`config.mk`:
```
export PLATFORM = sky130hd
export DESIGN_NAME = wfs_supervisor
export DESIGN_NICKNAME = d
export VERILOG_FILES = /design/src/verilog/wfs_pkg.sv /design/src/verilog/wfs_qual_if.sv /design/src/verilog/wfs_supervisor.sv /design/src/verilog/wfs_qualifier.sv
export VERILOG_INCLUDE_DIRS = /design/src /design/src/verilog
export SDC_FILE = /design/constraint.sdc
export NUM_CORES = 1
export LEC_CHECK = 0
export ABC_AREA = 1
export BUFFER_PORTS_ARGS = -buffer_cell sky130_fd_sc_hd__buf_2
export CAP_MARGIN = 10
export CORE_MARGIN = 1
export CORE_UTILIZATION = 48
export CTS_CLUSTER_DIAMETER = 30
export DETAILED_ROUTE_END_ITERATION = 6
export GPL_TIMING_DRIVEN = 0
export PLACE_DENSITY = 0.71
export SLEW_MARGIN = 25
export SYNTH_ARGS = -nofsm -noshare
export SYNTH_HDL_FRONTEND = slang
export SYNTH_SLANG_ARGS = --single-unit
```
`constraint.sdc`:
```
create_clock -name i_core_clk -period 4.52 [get_ports i_core_clk]
set_input_delay 0.452 -clock i_core_clk [delete_from_list [all_inputs] [get_ports i_core_clk]]
set_output_delay 0.452 -clock i_core_clk [all_outputs]
set_load 0.02 [all_outputs]
```
`src/verilog/wfs_consts.svh`:
```
// constants of the weld fault supervisor: offsets, reset values, timing
// assumes a 50 MHz core clock and a 1 ms qualification tick
// Function
// RQ1: switch heatsink above 80C for 1 s: show E01, stop weld, buzzer, fan max.
// RQ2: E01 clears after switch heatsink at or below 70C for 30 s.
// RQ3: diode heatsink above 80C for 1 s: show E02, stop weld, buzzer, fan max.
// RQ4: E02 clears after diode heatsink at or below 70C for 30 s.
// RQ5: primary overcurrent: E03, stop weld, buzzer, latched until power cycle.
// RQ6: output overvoltage: E04, stop weld, buzzer, latched until power cycle.
// RQ7: capacitor overvoltage for 1 s: E11, stop weld, buzzer, auto clears.
// RQ8: dangerous capacitor undervoltage for 1 s: E12, stop weld, buzzer, auto clears.
// RQ9: supply 10% low for 1 s: warning E14, weld allowed, intermittent buzzer.
// RQ10: wrong supply at first power-up: E81, weld never enabled, buzzer.
// RQ11: link selection plug absent: E82, weld disabled, buzzer until power off.
// RQ12: unstable supply at switch-on: E83, weld disabled, buzzer, latched.
// RQ13: precharge failure: E85, weld disabled, buzzer, only power cycle clears.
// RQ14: parameter memory failure: E93, stop weld, buzzer until power off.
// RQ15: either temperature sensor open: E94, stop weld, buzzer until power off.
// RQ16: mains lost on capacitor power: E99, stop weld, buzzer, power cycle clears.
// RQ17: time qualification counts fixed ticks and restarts when condition lapses.
// RQ18: display by priority latched, auto, warning; weld blocked on any shutdown.
`ifndef WFS_CONSTS_SVH
`define WFS_CONSTS_SVH

`define WFS_CLK_NS 20
`define WFS_TICK_NS 1000000
`define WFS_TICK_CYCLES (`WFS_TICK_NS / `WFS_CLK_NS)
// counts in 1 ms ticks; plain numbers avoid 32-bit overflow in products
`define WFS_SET_TICKS 1000
`define WFS_CLR_TICKS 30000
`define WFS_BLINK_TICKS 500
`define WFS_START_TICKS 1000

`define WFS_OFS_ACTIVE 8'h00
`define WFS_OFS_STATUS 8'h04
`define WFS_OFS_MASK 8'h08
`define WFS_OFS_DISPLAY 8'h0C

`define WFS_MASK_RST 14'h0000
`define WFS_STATUS_RST 14'h0000

`define WFS_DISP_CODE_LSB 0
`define WFS_DISP_VALID_BIT 8
`define WFS_DISP_WELD_BIT 9
`define WFS_DISP_BUZZ_BIT 10
`define WFS_DISP_FAN_BIT 11
`define WFS_DISP_RUN_BIT 12

`endif

```
`src/verilog/wfs_pkg.sv`:
```
// types shared by the weld fault supervisor modules
// assumes nothing beyond the constants header
`default_nettype none
package wfs_pkg;

    // bit positions of the code vector
    typedef enum logic [3:0] {
        WFS_E01 = 4'h0, WFS_E02 = 4'h1, WFS_E03 = 4'h2, WFS_E04 = 4'h3,
        WFS_E11 = 4'h4, WFS_E12 = 4'h5, WFS_E14 = 4'h6, WFS_E81 = 4'h7,
        WFS_E82 = 4'h8, WFS_E83 = 4'h9, WFS_E85 = 4'hA, WFS_E93 = 4'hB,
        WFS_E94 = 4'hC, WFS_E99 = 4'hD
    } wfs_code_t;

    typedef logic [13:0] wfs_codes_t;

    // gray along check -> run
    typedef enum logic [1:0] {
        WFS_ST_CHECK = 2'b00,
        WFS_ST_RUN = 2'b01
    } wfs_state_t;

    typedef logic [14:0] wfs_count_t;

endpackage
`default_nettype wire

```
`src/verilog/wfs_qual_if.sv`:
```
// carrier between the supervisor and its time qualifiers
// assumes tick and cond come from the core clock domain
`timescale 1ns/1ns
`default_nettype none

interface wfs_qual_if;
    logic tick;
    logic cond;
    logic hit;
    modport qual(input tick, input cond, output hit);
    modport user(output tick, output cond, input hit);
endinterface

`default_nettype wire

```
`src/verilog/wfs_supervisor.sv`:
```
// weld fault supervisor: qualifies fault pins, keeps error codes,
// gates weld output, drives buzzer and fan, AHB-Lite register slave
// assumes fault pins are asynchronous levels, active high, and that
// i_resetn is asserted at every power-up
`timescale 1ns/1ns
`default_nettype none
`include "wfs_consts.svh"

module wfs_supervisor
    import wfs_pkg::*;
#(
    parameter int TICK_CYCLES = `WFS_TICK_CYCLES
) (
    input wire logic i_core_clk,
    input wire logic i_resetn,
    input wire logic i_switch_heatsink_sensor_above80,
    input wire logic i_switch_heatsink_sensor_above70,
    input wire logic i_diode_heatsink_sensor_above80,
    input wire logic i_diode_heatsink_sensor_above70,
    input wire logic i_primary_overcurrent,
    input wire logic i_output_overvoltage,
    input wire logic i_cap_overvoltage,
    input wire logic i_cap_undervoltage,
    input wire logic i_supply_low,
    input wire logic i_supply_wrong,
    input wire logic i_link_plug_absent,
    input wire logic i_supply_unstable,
    input wire logic i_precharge_fail,
    input wire logic i_param_mem_fail,
    input wire logic i_switch_heatsink_sensor_open,
    input wire logic i_diode_heatsink_sensor_open,
    input wire logic i_mains_lost,
    input wire logic i_hsel,
    input wire logic [31:0] i_haddr,
    input wire logic [1:0] i_htrans,
    input wire logic i_hwrite,
    input wire logic [2:0] i_hsize,
    input wire logic [31:0] i_hwdata,
    input wire logic i_hready,
    output logic [31:0] o_hrdata,
    output logic o_hreadyout,
    output logic o_hresp,
    output logic o_weld_enable,
    output logic o_buzzer,
    output logic o_fan_max,
    output logic [7:0] o_err_code,
    output logic o_err_valid,
    output logic o_irq
);

    ////////////////////////////////////////////////////////////////////////
    // helpers

    // display number of a code bit, two decimal digits
    function automatic logic [7:0] code_number(input logic [3:0] idx);
        case (idx)
            WFS_E01: code_number = 8'h01;
            WFS_E02: code_number = 8'h02;
            WFS_E03: code_number = 8'h03;
            WFS_E04: code_number = 8'h04;
            WFS_E11: code_number = 8'h11;
            WFS_E12: code_number = 8'h12;
            WFS_E14: code_number = 8'h14;
            WFS_E81: code_number = 8'h81;
            WFS_E82: code_number = 8'h82;
            WFS_E83: code_number = 8'h83;
            WFS_E85: code_number = 8'h85;
            WFS_E93: code_number = 8'h93;
            WFS_E94: code_number = 8'h94;
            WFS_E99: code_number = 8'h99;
            default: code_number = 8'h00;
        endcase
    endfunction

    // lowest set bit among a group, or 4'hF when none
    function automatic logic [3:0] first_set(input wfs_codes_t v);
        logic [3:0] r;
        r = 4'hF;
        for (int i = 13; i >= 0; i--) begin
            if (v[i]) begin
                r = 4'(i);
            end
        end
        first_set = r;
    endfunction

    ////////////////////////////////////////////////////////////////////////
    // pin synchronisers

    localparam int NPIN = 17;
    logic [NPIN-1:0] pin_raw;
    logic [NPIN-1:0] pin_meta_reg;
    logic [NPIN-1:0] pin_reg;

    assign pin_raw = {i_mains_lost, i_diode_heatsink_sensor_open,
        i_switch_heatsink_sensor_open, i_param_mem_fail, i_precharge_fail,
        i_supply_unstable, i_link_plug_absent, i_supply_wrong, i_supply_low,
        i_cap_undervoltage, i_cap_overvoltage, i_output_overvoltage,
        i_primary_overcurrent, i_diode_heatsink_sensor_above70,
        i_diode_heatsink_sensor_above80, i_switch_heatsink_sensor_above70,
        i_switch_heatsink_sensor_above80};

    always_ff @(posedge i_core_clk) begin
        if (!i_resetn) begin
            pin_meta_reg <= '0;
            pin_reg <= '0;
        end else begin
            pin_meta_reg <= pin_raw;
            pin_reg <= pin_meta_reg;
        end
    end

    logic sw_hot, sw_warm, dd_hot, dd_warm, over_cur, out_ov, cap_ov, cap_uv;
    logic sup_low, sup_wrong, link_abs, sup_unst, pre_fail, mem_fail;
    logic sens_open, mains_lost;
    assign {mains_lost, mem_fail, pre_fail, sup_unst, link_abs, sup_wrong, sup_low, cap_uv, cap_ov, out_ov,
        over_cur, dd_warm, dd_hot, sw_warm, sw_hot} = {pin_reg[16], pin_reg[13:0]};
    assign sens_open = pin_reg[14] | pin_reg[15];

    ////////////////////////////////////////////////////////////////////////
    // tick divider, one pulse per millisecond

    logic [15:0] div_reg;
    logic tick_reg;

    always_ff @(posedge i_core_clk) begin
        if (!i_resetn) begin
            div_reg <= 16'h0000;
            tick_reg <= 1'b0;
        end else if (div_reg == 16'(TICK_CYCLES - 1)) begin
            div_reg <= 16'h0000;
            tick_reg <= 1'b1; // RQ17
        end else begin
            div_reg <= div_reg + 16'h0001;
            tick_reg <= 1'b0;
        end
    end

    ////////////////////////////////////////////////////////////////////////
    // time qualifiers: set and recover windows

    localparam int NQ = 7;
    localparam wfs_count_t SET_T = 15'(`WFS_SET_TICKS);
    localparam wfs_count_t CLR_T = 15'(`WFS_CLR_TICKS);
    logic [NQ-1:0] q_cond;
    logic [NQ-1:0] q_hit;

    // 0 e01 set, 1 e01 recover, 2 e02 set, 3 e02 recover, 4 e11, 5 e12, 6 e14
    assign q_cond = {sup_low, cap_uv, cap_ov, !dd_warm, dd_hot, !sw_warm, sw_hot};

    wfs_qual_if qif[NQ] ();

    for (genvar g = 0; g < NQ; g++) begin : g_qual
        assign qif[g].tick = tick_reg;
        assign qif[g].cond = q_cond[g];
        assign q_hit[g] = qif[g].hit;
        wfs_qualifier #(
            .LIMIT((g == 1 || g == 3) ? CLR_T : SET_T)
        ) u_qual (
            .i_core_clk(i_core_clk),
            .i_resetn(i_resetn),
            .q(qif[g])
        );
    end

    ////////////////////////////////////////////////////////////////////////
    // power-up supply check window

    wfs_state_t state_reg;
    wfs_count_t start_cnt_reg;

    always_ff @(posedge i_core_clk) begin
        if (!i_resetn) begin
            state_reg <= WFS_ST_CHECK;
            start_cnt_reg <= 15'h0000;
        end else begin
            case (state_reg)
                WFS_ST_CHECK: begin
                    if (tick_reg) begin
                        start_cnt_reg <= start_cnt_reg + 15'h0001;
                    end
                    if (start_cnt_reg == 15'(`WFS_START_TICKS)) begin
                        state_reg <= WFS_ST_RUN;
                    end
                end
                WFS_ST_RUN: state_reg <= WFS_ST_RUN;
                default: state_reg <= WFS_ST_CHECK;
            endcase
        end
    end

    ////////////////////////////////////////////////////////////////////////
    // code state

    wfs_codes_t act_reg;
    wfs_codes_t act_prev_reg;
    logic in_check;

    assign in_check = (state_reg == WFS_ST_CHECK);

    // one process owns the code vector: thermal codes set and recover, capacitor and
    // supply-low codes follow their qualified level, the rest latch until power-up reset
    always_ff @(posedge i_core_clk) begin
        if (!i_resetn) begin
            act_reg <= '0;
        end else begin
            if (q_hit[0]) begin
                act_reg[WFS_E01] <= 1'b1; // RQ1
            end else if (q_hit[1]) begin
                act_reg[WFS_E01] <= 1'b0; // RQ2
            end
            if (q_hit[2]) begin
                act_reg[WFS_E02] <= 1'b1; // RQ3
            end else if (q_hit[3]) begin
                act_reg[WFS_E02] <= 1'b0; // RQ4
            end
            act_reg[WFS_E11] <= q_hit[4]; // RQ7
            act_reg[WFS_E12] <= q_hit[5]; // RQ8
            act_reg[WFS_E14] <= q_hit[6]; // RQ9
            act_reg[WFS_E03] <= act_reg[WFS_E03] | over_cur; // RQ5
            act_reg[WFS_E04] <= act_reg[WFS_E04] | out_ov; // RQ6
            act_reg[WFS_E81] <= act_reg[WFS_E81] | (in_check & sup_wrong); // RQ10
            act_reg[WFS_E82] <= act_reg[WFS_E82] | link_abs; // RQ11
            act_reg[WFS_E83] <= act_reg[WFS_E83] | (in_check & sup_unst); // RQ12
            act_reg[WFS_E85] <= act_reg[WFS_E85] | pre_fail; // RQ13
            act_reg[WFS_E93] <= act_reg[WFS_E93] | mem_fail; // RQ14
            act_reg[WFS_E94] <= act_reg[WFS_E94] | sens_open; // RQ15
            act_reg[WFS_E99] <= act_reg[WFS_E99] | mains_lost; // RQ16
        end
    end

    always_ff @(posedge i_core_clk) begin
        if (!i_resetn) begin
            act_prev_reg <= '0;
        end else begin
            act_prev_reg <= act_reg;
        end
    end

    ////////////////////////////////////////////////////////////////////////
    // outputs to the power stage and the operator

    wfs_codes_t latched_m, auto_m, warn_m;
    logic shutdown;
    logic [3:0] shown;

    assign latched_m = act_reg & 14'h3F8C;
    assign auto_m = act_reg & 14'h0033;
    assign warn_m = act_reg & 14'h0040;
    assign shutdown = |(latched_m | auto_m);
    assign shown = (|latched_m) ? first_set(latched_m) :
        ((|auto_m) ? first_set(auto_m) : first_set(warn_m)); // RQ18

    logic [9:0] blink_cnt_reg;
    logic blink_reg;

    // intermittent buzzer: half-second on, half-second off
    always_ff @(posedge i_core_clk) begin
        if (!i_resetn || !act_reg[WFS_E14]) begin
            blink_cnt_reg <= 10'h000;
            blink_reg <= 1'b1;
        end else if (tick_reg) begin
            if (blink_cnt_reg == 10'(`WFS_BLINK_TICKS - 1)) begin
                blink_cnt_reg <= 10'h000;
                blink_reg <= !blink_reg; // RQ9
            end else begin
                blink_cnt_reg <= blink_cnt_reg + 10'h001;
            end
        end
    end

    always_ff @(posedge i_core_clk) begin
        if (!i_resetn) begin
            o_weld_enable <= 1'b0;
            o_buzzer <= 1'b0;
            o_fan_max <= 1'b0;
            o_err_code <= 8'h00;
            o_err_valid <= 1'b0;
        end else begin
            // weld held off during the power-up supply check
            o_weld_enable <= !shutdown && !in_check; // RQ18 RQ10 RQ12
            o_buzzer <= shutdown | (act_reg[WFS_E14] & blink_reg); // RQ1 RQ9
            o_fan_max <= act_reg[WFS_E01] | act_reg[WFS_E02]; // RQ1 RQ3
            o_err_code <= code_number(shown); // RQ18
            o_err_valid <= |act_reg;
        end
    end

    ////////////////////////////////////////////////////////////////////////
    // AHB-Lite slave, zero wait states

    wfs_codes_t status_reg, status_next, mask_reg;
    logic wr_pend_reg;
    logic [7:0] wr_addr_reg;
    logic acc;
    logic [7:0] a_ofs;
    logic [31:0] rd_mux;

    assign acc = i_hsel && i_htrans[1] && i_hready;
    assign a_ofs = i_haddr[7:0];

    always_comb begin
        rd_mux = 32'h0000_0000;
        if (i_haddr[31:8] == 24'h000000) begin
            case (a_ofs)
                `WFS_OFS_ACTIVE: rd_mux = {18'h00000, act_reg};
                `WFS_OFS_STATUS: rd_mux = {18'h00000, status_reg};
                `WFS_OFS_MASK: rd_mux = {18'h00000, mask_reg};
                `WFS_OFS_DISPLAY: rd_mux = {19'h00000, !in_check, o_fan_max,
                    o_buzzer, o_weld_enable, o_err_valid, o_err_code};
                default: rd_mux = 32'h0000_0000;
            endcase
        end
    end

    always_ff @(posedge i_core_clk) begin
        if (!i_resetn) begin
            wr_pend_reg <= 1'b0;
            wr_addr_reg <= 8'h00;
            o_hrdata <= 32'h0000_0000;
            o_hreadyout <= 1'b0;
            o_hresp <= 1'b0;
        end else begin
            wr_pend_reg <= acc && i_hwrite && (i_haddr[31:8] == 24'h000000);
            wr_addr_reg <= a_ofs;
            o_hreadyout <= 1'b1;
            o_hresp <= 1'b0;
            if (acc && !i_hwrite) begin
                o_hrdata <= rd_mux;
            end
        end
    end

    // a new event wins over a write-one-to-clear in the same cycle
    always_comb begin
        status_next = status_reg;
        if (wr_pend_reg && wr_addr_reg == `WFS_OFS_STATUS) begin
            status_next = status_next & ~i_hwdata[13:0];
        end
        status_next = status_next | (act_reg & ~act_prev_reg);
    end

    always_ff @(posedge i_core_clk) begin
        if (!i_resetn) begin
            status_reg <= `WFS_STATUS_RST;
        end else begin
            status_reg <= status_next;
        end
    end

    always_ff @(posedge i_core_clk) begin
        if (!i_resetn) begin
            mask_reg <= `WFS_MASK_RST;
        end else if (wr_pend_reg && wr_addr_reg == `WFS_OFS_MASK) begin
            mask_reg <= i_hwdata[13:0];
        end
    end

    always_ff @(posedge i_core_clk) begin
        if (!i_resetn) begin
            o_irq <= 1'b0;
        end else begin
            o_irq <= |(status_next & mask_reg);
        end
    end

endmodule

`default_nettype wire

```
`src/verilog/wfs_qualifier.sv`:
```
// time qualifier: hit rises once cond has held for LIMIT ticks
// assumes a one-cycle tick enable on the core clock
`timescale 1ns/1ns
`default_nettype none

module wfs_qualifier
    import wfs_pkg::*;
#(
    parameter wfs_count_t LIMIT = 15'h03E8
) (
    input wire logic i_core_clk,
    input wire logic i_resetn,
    wfs_qual_if.qual q
);

    wfs_count_t cnt_reg;
    logic hit_reg;

    // a lapse of the condition throws away the time already counted
    always_ff @(posedge i_core_clk) begin
        if (!i_resetn || !q.cond) begin
            cnt_reg <= 15'h0000; // RQ17
        end else if (q.tick && cnt_reg != LIMIT) begin
            cnt_reg <= cnt_reg + 15'h0001; // RQ17
        end
    end

    always_ff @(posedge i_core_clk) begin
        if (!i_resetn) begin
            hit_reg <= 1'b0;
        end else begin
            hit_reg <= q.cond && (cnt_reg == LIMIT);
        end
    end

    assign q.hit = hit_reg;

endmodule

`default_nettype wire

```
==> implementation parameters, run 1 <==
Parameter                              Value

Synth
  Yosys cell types    48
  Synthesized netlist cell count    1844
  Yosys warns    0
  Yosys reg bits    281
  Post-synthesis sequential area ratio    42.78%
  Number of flops mapped to enable cells by yosys    0
  Cell area after synthesis    13150 um^2
  Syn Area/Cell    7.131 um^2
  Prevailing post-synth register cell    dfxtp_1
  Fraction of synthesis flops using an asynchronous set or reset pin    0%

CTS
  Number of buffers inserted for hold repair after clock tree synthesis    0
  Clock input transition at the sequential cells of the worst setup and hold paths    50 ps
  Setup bufs post-CTS    0
  Buffer levels on the longest clock path    3
  H-tree levels    3
  Worst skew pair latency    550 ps
  Number of clock buffers inserted by TritonCTS    68
  Number of instances resized during post-cts repair    0
  TritonCTS clock tree    yes
  Root Driver    clkbuf_16
  Sinks on the clock net    281

Drt
  DRC errors left    0
  Starting DRC count in detailed routing    715
  Total number of vias    12313
  Detailed-router iteration count before antenna repair    5
  Antenna viol nets, final    0
  Total length of routed wires    32670 um
  Vias per cell    5.082
  Routed WL per cell    13.48 um

Power and ir drop
  Logic pwr share    3.5%
  Pleak    7.031 nW
  Switch Pwr    1.752 mW
  Power density normalized to cell area    491.4 nW/um^2
  Switching share of power    21.41%
  Overall power of the completed layout    8.182 mW
  Worst IR drop on VDD    339.2 uV
  Clock power share    65.2%
  Internal Dissipation    6.430 mW
  Reg power frac    31.3%

GRT
  GR Util All Layers    23.59%
  Overall overflow remaining after global route    0
  Global-route wire length before repair    54790 um
  Via count of the first global-routing pass    11723
  Largest net degree at the start of global routing    11
  Initial antenna violation count    0

Min path
  WHS Path Cells    1
  Min-Delay Path Class    in -> reg

Timing
  Fmax    453.5 MHz
  Tightest hold margin    25.92 ps
  Transition time at the pin with the least slew margin    693.2 ps
  Final worst-path setup slack    2315 ps
  Number of max-slew violations in the final report    0
  Minimum clock period    2205 ps
  Final Hold Viols    0
  Setup total negative slack    0 ps
  Setup repair after global routing missed its margin    no
  Max-Slew Margin vs Limit    53.78%
  Final cycle utilization of the critical path    48.78%
  Maximum clock skew at final layout    18.98 ps
  Number of failing setup endpoints in the final timing report    0

Run
  Max-cap violations    0

Cells and area
  Count of antenna diodes in the layout    0
  Layout net count    2143
  Synthesis-to-layout area growth    26.63%
  Register area    5625 um^2
  Footprint of the multi-input gates    6231 um^2
  Filler cells    2382
  Layout cells sized above 1    14.41%
  Finished Cell Area    16650 um^2
  Most common library cell in the layout ignoring fill and taps    nand2_1
  Largest register FFs    105
  Commonest non-fill, non-tap cells in the layout    nand2_1, dfxtp_1, inv_1

Floorplan
  Cell Rows    60
  Die W    167.5 um
  Starting density of the core    48.92%
  DIE AREA    28060 um^2
  Core region area    26880 um^2
  I/O pin cnt    138
  Chip Height    167.5 um

Placement
  Cell area reported after detailed placement    14120 um^2
  Dpl hpwl    23220 um
  Setup slack after placement    2302 ps
  Routability congestion estimate    0.9573
  I/O Buffers    94

Critical path
  Critical setup path kind    reg -> reg
  Startpoint class of the critical path    flop
  Register-to-Register Path Depth    10
  Arrival time worst endpoint    2650 ps
  Maximum fanout encountered on the critical timing path    6
  Required arrival time at the worst endpoint    4960 ps
  Endpoint type of the worst setup path    flop

Outcome
  Run status    finished, final reports clean
-- critical path: stages (launching register included) --
cell and delay [ps]:
dfxtp_1 390, nor2_1 170, inv_1 90, a2111oi_0 530, nor2_1 200, inv_1 150
ha_1 180, inv_1 40, nand2_1 60, nand2_1 60, o21ai_0 230
-- final cells by class --
type,count,area share [%]
inverter,259,5.839
clock inverter,45,4.246
multi-input combinational,1257,37.42
timing repair buffer,94,2.825
clock buffer,79,10.95
sequential,281,33.78
buffer,67,2.375
tap,341,2.562
-- kinds of logic (layout without fill, tap and decap cells) --
group / count (synthesis) / after routing / share of synthesized area (%)
AO/OA/AOI/OAI: 246 / 246 / 9.972
other: 1 / 21 / 0.02852
buffers and inverters: 326 / 544 / 10.40
XOR/XNOR: 58 / 58 / 3.863
flip-flops: 281 / 281 / 42.78
AND/OR/NAND/NOR: 908 / 908 / 30.67
adder cells (fa/ha/maj): 24 / 24 / 2.284
-- path summary, 6_finish.rpt --
path | from | endpoint | slack, ps
setup / recovery | act_reg[12]$_SDFF_PN0_ | o_err_code[2]$_SDFF_PN0_ | 2320
hold reg to reg | pin_meta_reg[14]$_SDFF_PN0_ | pin_reg[14]$_SDFF_PN0_ | 400
hold / removal | i_resetn | o_hreadyout$_DFF_P_ | 30
setup reg to reg | act_reg[12]$_SDFF_PN0_ | o_err_code[2]$_SDFF_PN0_ | 2320
-- power by group through the flow --
stage / clock network (mW) / logic, mW / registers [mW]
floorplan: 0 / 0.172 / 2.61
global placement: 0 / 0.274 / 2.60
detailed placement: 0 / 0.280 / 2.60
CTS: 5.39 / 0.283 / 2.56
global route: 5.54 / 0.318 / 2.56
finish: 5.34 / 0.285 / 2.56
-- synth_stat cells (3+ instances only) --
cell type / n / area [um^2]
a211oi_1: 4 / 30.03
a21oi_1: 153 / 765.7
a31oi_1: 5 / 31.28
and3_1: 4 / 25.02
buf_1: 5 / 18.77
buf_2: 13 / 65.06
buf_4: 26 / 195.2
buf_6: 4 / 45.04
clkbuf_1: 19 / 71.32
dfxtp_1: 281 / 5625
ha_1: 24 / 300.3
inv_1: 250 / 938.4
inv_2: 8 / 30.03
nand2_1: 455 / 1708
nand2_2: 8 / 50.05
nand3_1: 123 / 615.6
nand4_1: 57 / 356.6
nor2_1: 143 / 536.8
nor2_2: 4 / 25.02
nor2_4: 3 / 33.78
nor3_1: 66 / 330.3
nor3_4: 3 / 48.80
nor3b_1: 10 / 75.07
nor4_1: 17 / 106.4
o211ai_1: 3 / 22.52
o21a_1: 4 / 30.03
o21ai_0: 68 / 340.3
or2_2: 8 / 50.05
xnor2_1: 19 / 166.4
xor2_1: 39 / 341.6
-- per-stage QoR --
step           util, %  cells
6_report         61.96   2423
3_3_place_gp     52.54   2299
4_1_cts          61.96   2423
2_1_floorplan        -   1864
3_5_place_dp     52.54   2299
5_1_grt          61.96   2423
-- layer usage --
| metal | part of all wire (%) | vias to the layer above | wire length [um] | GRT usage, % |
|---|---|---|---|---|
| li1 | - | 6304 | - | - |
| met1 | 46 | 5599 | 14910 | 29.89 |
| met2 | 46 | 332 | 15000 | 39.22 |
| met3 | 5.6 | 78 | 1844 | 4.491 |
| met4 | 2.8 | 0 | 917 | 9.972 |
| met5 | 0 | - | 0 | 0 |
(Power assumes the default switching activity.)
==> inputs of run 2 (changes only) <==
--- a/config.mk
+++ b/config.mk
@@ -14,7 +14,7 @@
 export CTS_CLUSTER_DIAMETER = 30
 export DETAILED_ROUTE_END_ITERATION = 6
 export GPL_TIMING_DRIVEN = 0
-export PLACE_DENSITY = 0.71
+export PLACE_DENSITY = 0.74
 export SLEW_MARGIN = 25
 export SYNTH_ARGS = -nofsm -noshare
 export SYNTH_HDL_FRONTEND = slang
==> constraint.sdc (replaced) <==
create_clock -name i_core_clk -period 1.9 [get_ports i_core_clk]
set_input_delay 0.19 -clock i_core_clk [delete_from_list [all_inputs] [get_ports i_core_clk]]
set_output_delay 0.19 -clock i_core_clk [all_outputs]
set_load 0.02 [all_outputs]
==> run 2 against run 1 <==
Net effect: cell area increased by 1.2%; highest routed layer unchanged; setup slack got worse by 2300 ps; die area is the same; global-route usage is 0.078 points lower; largest cell class unchanged; via count grew 2.5%.
==> implementation parameters, run 2 (synthesis gave the netlist of run 1 again) <==
Parameter                              Value

Outcome
  Run status    finished, final reports clean

GRT
  Initial antenna violation count    0 (unchanged)
  Via count of the first global-routing pass    12027 (+2.6%)
  GR Util All Layers    23.52% (-0.078 points)
  Overall overflow remaining after global route    0 (unchanged)
  Largest net degree at the start of global routing    16 (+5)
  Global-route wire length before repair    55040 um (+0.47%)

CTS
  Clock input transition at the sequential cells of the worst setup and hold paths    50 ps (about the same)
  Root Driver    clkbuf_16
  Number of clock buffers inserted by TritonCTS    60 (-12%)
  Worst skew pair latency    580 ps (+30 ps)
  TritonCTS clock tree    yes
  Buffer levels on the longest clock path    3 (unchanged)
  H-tree levels    2 (-1)
  Sinks on the clock net    281 (unchanged)

Timing
  Final Hold Viols    0 (unchanged)
  Minimum clock period    1837 ps (-367.6 ps)
  Fmax    544.3 MHz (+20%)
  Setup repair after global routing missed its margin    yes
  Final cycle utilization of the critical path    96.70% (+48 points)
  Number of max-slew violations in the final report    0 (unchanged)
  Maximum clock skew at final layout    27.93 ps (+8.951 ps)
  Transition time at the pin with the least slew margin    675.7 ps (-17.58 ps)
  Final worst-path setup slack    62.70 ps (-2252 ps)
  Max-Slew Margin vs Limit    54.61% (+0.83 points)
  Number of failing setup endpoints in the final timing report    0 (unchanged)

Critical path
  Worst path buffer plus inverter count    2 (-1)
  Biggest cell delay along the critical path    360 ps (-170 ps)
  Register-to-Register Path Depth    12 (+2)
  Critical register-to-register path endpoint    o_err_code[1]$_SDFF_PN0_
  Source of the worst register-to-register timing path    act_reg[4]$_SDFF_PN0_
  Required arrival time at the worst endpoint    2410 ps (-2550 ps)
  Slack of the worst reg-to-reg path    60 ps (-2250 ps)
  Startpoint class of the critical path    flop
  Cell with the largest stage delay on the worst path    dfxtp_4
  Crit path cell chain    nor2_4 > nand2_1 > or2_4 > o211ai_1 > nand3_2 > buf_6 > ha_2 > inv_1 > nand2_1 > nand2_1 > nand2_1 > a21oi_2
  Arrival time worst endpoint    2350 ps (-300 ps)
  Endpoint type of the worst setup path    flop
  Critical setup path kind    reg -> reg
  CP delay by family, top    simple AND/OR/NAND/NOR gates
  Library cell appearing most often on the critical path    nand2_1
  Maximum fanout encountered on the critical timing path    4 (-2)

Min path
  Min-Delay Path Class    in -> reg
  Hold Path End    o_hrdata[13]$_SDFFE_PN0P_
  WHS Path Cells    6 (+5)
  Launch instance of the worst min-delay path    i_haddr[28]

Placement
  I/O Buffers    94 (unchanged)
  Setup slack after placement    -140.1 ps (-2442 ps)
  Dpl hpwl    23360 um (+0.61%)
  Cell area reported after detailed placement    14120 um^2 (unchanged)
  Count of placed standard cells including taps    2299 (unchanged)
  Routability congestion estimate    0.9425 (-1.5%)

Drt
  Routed WL per cell    13.66 um (+1.3%)
  Detailed-router iteration count before antenna repair    5 (unchanged)
  Total length of routed wires    33640 um (+3.0%)
  Antenna viol nets, final    0 (unchanged)
  Vias per cell    5.123 (+0.81%)
  DRC errors left    0 (unchanged)
  Total number of vias    12618 (+2.5%)
  Starting DRC count in detailed routing    914 (+28%)

Cells and area
  Finished Cell Area    16850 um^2 (+1.2%)
  Layout cells sized above 1    16.16% (+1.8 points)
  Count of antenna diodes in the layout    0 (unchanged)
  Layout net count    2186 (+2.0%)
  Synthesis-to-layout area growth    28.19%
  Largest register FFs    105 (unchanged)
  Most common library cell in the layout ignoring fill and taps    nand2_1
  Commonest non-fill, non-tap cells in the layout    nand2_1, dfxtp_1, inv_1
  Non-filler instance count after layout    2463 (+1.7%)
  Filler cells    2279 (-4.3%)

Floorplan
  Core region area    26880 um^2 (unchanged)
  DIE AREA    28060 um^2 (unchanged)
  Cell Rows    60 (unchanged)
  Die W    167.5 um (unchanged)
  Starting density of the core    48.92% (unchanged)
  I/O pin cnt    138 (unchanged)
  Chip Height    167.5 um (unchanged)

Power and ir drop
  Switching share of power    23.60% (+2.2 points)
  Logic pwr share    4.8% (+1.3 points)
  Clock power share    59.6% (-5.6 points)
  Reg power frac    35.5% (+4.2 points)
  Power density normalized to cell area    1015 nW/um^2 (+110%)
  Worst IR drop on VDD    688.1 uV (+100%)
  Switch Pwr    4.038 mW (+130%)
  Internal Dissipation    13.08 mW (+100%)
  Pleak    7.051 nW (+0.28%)

Run
  Max-cap violations    0 (unchanged)
-- run 2: worst min-delay path: cells and delay by family --
family	cells	cell delay (ps)
and+or+nand+nor	4	310
buffers and inverters	1	70
AOI/OAI and AO/OA	1	40
-- run 2: layout make-up --
cell class              count  area (um^2)  share of cell area (%)
clock buffers              72         1648                   9.777
flip-flops and latches    281         5652                   33.53
multi-input cells        1257         6390                   37.91
inverters                 259        975.9                   5.790
plain buffers              67        411.6                   2.442
clock inverters            41        394.1                   2.338
repair buffers            145        957.2                   5.679
well taps                 341        426.7                   2.531
-- run 2: what timing repair did --
action,CTS,global route
hold buffers,40,0
hold endpoints to repair,49,0
pin swaps,4,10
resized for setup,13,59
endpoints found under the setup margin,4,68
buffers inserted,2,9
-- run 2: through the flow --
stage | power, mW | hold WS [ps] | setup TNS (ps) | utilization, %
after floorplan | 6.608 | 217.7 | 0 | -
after global placement | 6.846 | 305.5 | -938.5 | 52.54
after detailed placement | 6.860 | 307.7 | -1535 | 52.54
final | 17.11 | 87.74 | 0 | 62.71
after CTS | 17.14 | 78.19 | 0 | 61.82
after global routing | 17.60 | 123.9 | -90.03 | 62.71
-- run 2: how the worst max path moves through the flow --
stage | from | to | cells past startpoint
finish | act_reg[4]$_SDFF_PN0_ | o_err_code[1]$_SDFF_PN0_ | 12
global route | act_reg[11]$_SDFF_PN0_ | o_err_code[2]$_SDFF_PN0_ | 13
CTS | qif[0].tick$_SDFF_PN0_ | g_qual[0].u_qual.cnt_reg[6]$_SDFFE_PP0P_ | 6
detailed placement | act_reg[7]$_SDFF_PN0_ | o_err_code[1]$_SDFF_PN0_ | 11
global placement | act_reg[10]$_SDFF_PN0_ | o_err_code[2]$_SDFF_PN0_ | 13
floorplan | act_reg[1]$_SDFFE_PN0P_ | o_err_code[1]$_SDFF_PN0_ | 9
-- run 2: layer usage --
layer  global-route usage [%]  wire (um)  vias up
li1                         -          -     6386
met1                    29.43      15020     5769
met2                    40.13      15670      391
met3                    3.711       1932       72
met4                    9.932       1008        0
met5                        0          0        -
-- run 2: power by group through the flow --
stage / sequential [mW] / combinational (mW) / clock, mW
2_1_floorplan: 6.20 / 0.408 / 0
3_3_place_gp: 6.19 / 0.653 / 0
5_1_grt: 6.08 / 0.903 / 10.6
6_report: 6.08 / 0.824 / 10.2
4_1_cts: 6.08 / 0.752 / 10.3
3_5_place_dp: 6.19 / 0.668 / 0
==> inputs of run 3 (changes only) <==
--- a/config.mk
+++ b/config.mk
@@ -9,7 +9,7 @@
 export ABC_AREA = 1
 export BUFFER_PORTS_ARGS = -buffer_cell sky130_fd_sc_hd__buf_2
 export CAP_MARGIN = 10
-export CORE_MARGIN = 1
+export CORE_MARGIN = 2
 export CORE_UTILIZATION = 48
 export CTS_CLUSTER_DIAMETER = 30
 export DETAILED_ROUTE_END_ITERATION = 6
==> run 3 against run 2 <==
Net effect: clock-buffer cell count grew 1; global-route usage shrank 0.31 points; sequential power is essentially flat; wire length grew 1.8%; setup slack lost 22 ps; hold slack gained 18 ps; critical endpoint is now o_err_code[2]$_SDFF_PN0_; cell area grew 1.5%; clock skew shrank 12 ps; clock power grew 8%; sequential cell count is the same; power grew 4.9%; largest cell class unchanged.
==> implementation parameters, run 3 (synthesis gave the netlist of run 1 again) <==
Parameter                              Value

Drt
  Routed WL per cell    13.87 um (+1.6%)
  Starting DRC count in detailed routing    1188 (+30%)
  Total number of vias    12782 (+1.3%)
  Detailed-router iteration count before antenna repair    6 (+1)
  Total length of routed wires    34230 um (+1.8%)
  DRC errors left    0 (unchanged)
  Vias per cell    5.181 (+1.1%)
  Antenna viol nets, final    0 (unchanged)

Cells and area
  Count of antenna diodes in the layout    0 (unchanged)
  Layout net count    2193 (+0.32%)
  Synthesis-to-layout area growth    30.11%
  Layout cells sized above 1    17.12% (+0.96 points)
  Most common library cell in the layout ignoring fill and taps    nand2_1
  Largest register FFs    105 (unchanged)
  Share of the core filled with cells    63.48% (+0.76 points)
  Finished Cell Area    17110 um^2 (+1.5%)
  Commonest non-fill, non-tap cells in the layout    nand2_1, dfxtp_1, inv_1

Timing
  Final cycle utilization of the critical path    97.88% (+1.2 points)
  Final Hold Viols    0 (unchanged)
  Tightest hold margin    105.6 ps (+17.88 ps)
  Final worst-path setup slack    40.23 ps (-22.47 ps)
  Transition time at the pin with the least slew margin    697.5 ps (+21.87 ps)
  Setup repair after global routing missed its margin    yes
  Minimum clock period    1860 ps (+22.47 ps)
  Max-Slew Margin vs Limit    53.50% (-1.1 points)
  Fmax    537.7 MHz (-1.2%)
  Number of max-slew violations in the final report    0 (unchanged)
  Number of failing setup endpoints in the final timing report    0 (unchanged)
  Maximum clock skew at final layout    15.89 ps (-12.03 ps)

GRT
  Global-route wire length before repair    55400 um (+0.65%)
  Largest net degree at the start of global routing    15 (-1)
  GR Util All Layers    23.21% (-0.31 points)
  Via count of the first global-routing pass    12047 (+0.17%)
  Initial antenna violation count    0 (unchanged)
  Overall overflow remaining after global route    0 (unchanged)

CTS
  Sinks on the clock net    281 (unchanged)
  H-tree levels    2 (unchanged)
  Clock input transition at the sequential cells of the worst setup and hold paths    50 ps (about the same)
  Worst skew pair latency    560 ps (-20 ps)
  Root Driver    clkbuf_16
  TritonCTS clock tree    yes
  Number of clock buffers inserted by TritonCTS    58 (-3.3%)
  Buffer levels on the longest clock path    3 (unchanged)

Power and ir drop
  Overall power of the completed layout    17.95 mW (+4.9%)
  Power density normalized to cell area    1049 nW/um^2 (+3.3%)
  Worst IR drop on VDD    716.9 uV (+4.2%)
  Pleak    7.196 nW (+2.1%)

Outcome
  Run status    finished, final reports clean

Placement
  Cell area reported after detailed placement    14120 um^2 (unchanged)
  Dpl hpwl    23290 um (-0.31%)
  I/O Buffers    94 (unchanged)
  Routability congestion estimate    0.9248 (-1.9%)
  Setup slack after placement    -217.4 ps (-77.27 ps)

Critical path
  Crit path cell chain    nor2_4 > nand3_4 > nor2_4 > nand2_2 > inv_2 > o211ai_1 > nand3_2 > inv_4 > ha_4 > inv_2 > nand2_2 > o211ai_1 > o21ai_1
  Biggest cell delay along the critical path    360 ps (about the same)
  Cell with the largest stage delay on the worst path    dfxtp_4
  Worst path buffer plus inverter count    3 (+1)
  CP delay by family, top    simple AND/OR/NAND/NOR gates
  Register-to-Register Path Depth    13 (+1)
  Maximum fanout encountered on the critical timing path    4 (unchanged)
  Arrival time worst endpoint    2290 ps (-60 ps)
  Required arrival time at the worst endpoint    2330 ps (-80 ps)
  Startpoint class of the critical path    flop
  Critical setup path kind    reg -> reg
  CP Depth    13 (+1)
  Endpoint type of the worst setup path    flop

Floorplan
  Cell Rows    60 (unchanged)
  Core region area    26950 um^2 (+0.28%)
  Chip Height    169.5 um (+1.2%)
  Die W    169.5 um (+1.2%)
  I/O pin cnt    138 (unchanged)
  Starting density of the core    48.79% (-0.14 points)
  DIE AREA    28730 um^2 (+2.4%)

Min path
  WHS Path Cells    6 (unchanged)
  Min-Delay Path Class    in -> reg

Run
  Max-cap violations    0 (unchanged)
-- run 3: area by class of cell --
class / instances / area [um^2]
plain buffers: 67 / 412.9
clock buffers: 73 / 1649
clock inverters: 35 / 518.0
fillers: 2212 / 9843
inverters: 259 / 978.4
multi-input cells: 1257 / 6445
flip-flops and latches: 281 / 5653
well taps: 341 / 426.7
repair buffers: 154 / 1025
-- run 3: through the flow --
stage                     std cells  TNS (ps)
after floorplan                1864         0
after global placement         2299    -587.0
after detailed placement       2299    -837.2
after CTS                      2449         0
after global routing           2467    -269.0
final                          2467         0
-- run 3: final timing paths --
check | start | to | slack [ps]
hold reg to reg | pin_meta_reg[11]$_SDFF_PN0_ | pin_reg[11]$_SDFF_PN0_ | 410
setup reg to reg | act_reg[11]$_SDFF_PN0_ | o_err_code[2]$_SDFF_PN0_ | 40
hold / removal | i_haddr[30] | o_hrdata[13]$_SDFFE_PN0P_ | 110
setup / recovery | act_reg[11]$_SDFF_PN0_ | o_err_code[2]$_SDFF_PN0_ | 40
-- run 3: where the power goes --
| part | leakage (nW) | switching (mW) | internal, mW |
|---|---|---|---|
| registers | 2.29 | 0.0728 | 6.01 |
| logic | 3.86 | 0.523 | 0.353 |
| clock network | 1.05 | 3.35 | 7.63 |
-- run 3: what timing repair did --
action	4_1_cts	5_1_grt
pin swaps	3	15
hold buffers	40	0
setup endpoints to repair	6	76
hold endpoints to repair	46	0
gates resized for setup	17	73
setup buffers	2	18
-- run 3: worst reg2reg max path, stage by stage, from the launching register on --
cell	delay [ps]
dfxtp_4	360
nor2_4	130
nand3_4	110
nor2_4	110
nand2_2	80
inv_2	100
o211ai_1	140
nand3_2	170
inv_4	70
ha_4	170
inv_2	50
nand2_2	50
o211ai_1	90
o21ai_1	110
-- run 3: routing by layer --
metal	track usage (%)	vias up	part of all wire, %
li1	-	6387	-
met1	28.87	5877	44
met2	39.73	443	47
met3	4.384	75	6.3
met4	9.179	0	2.8
met5	0	-	0
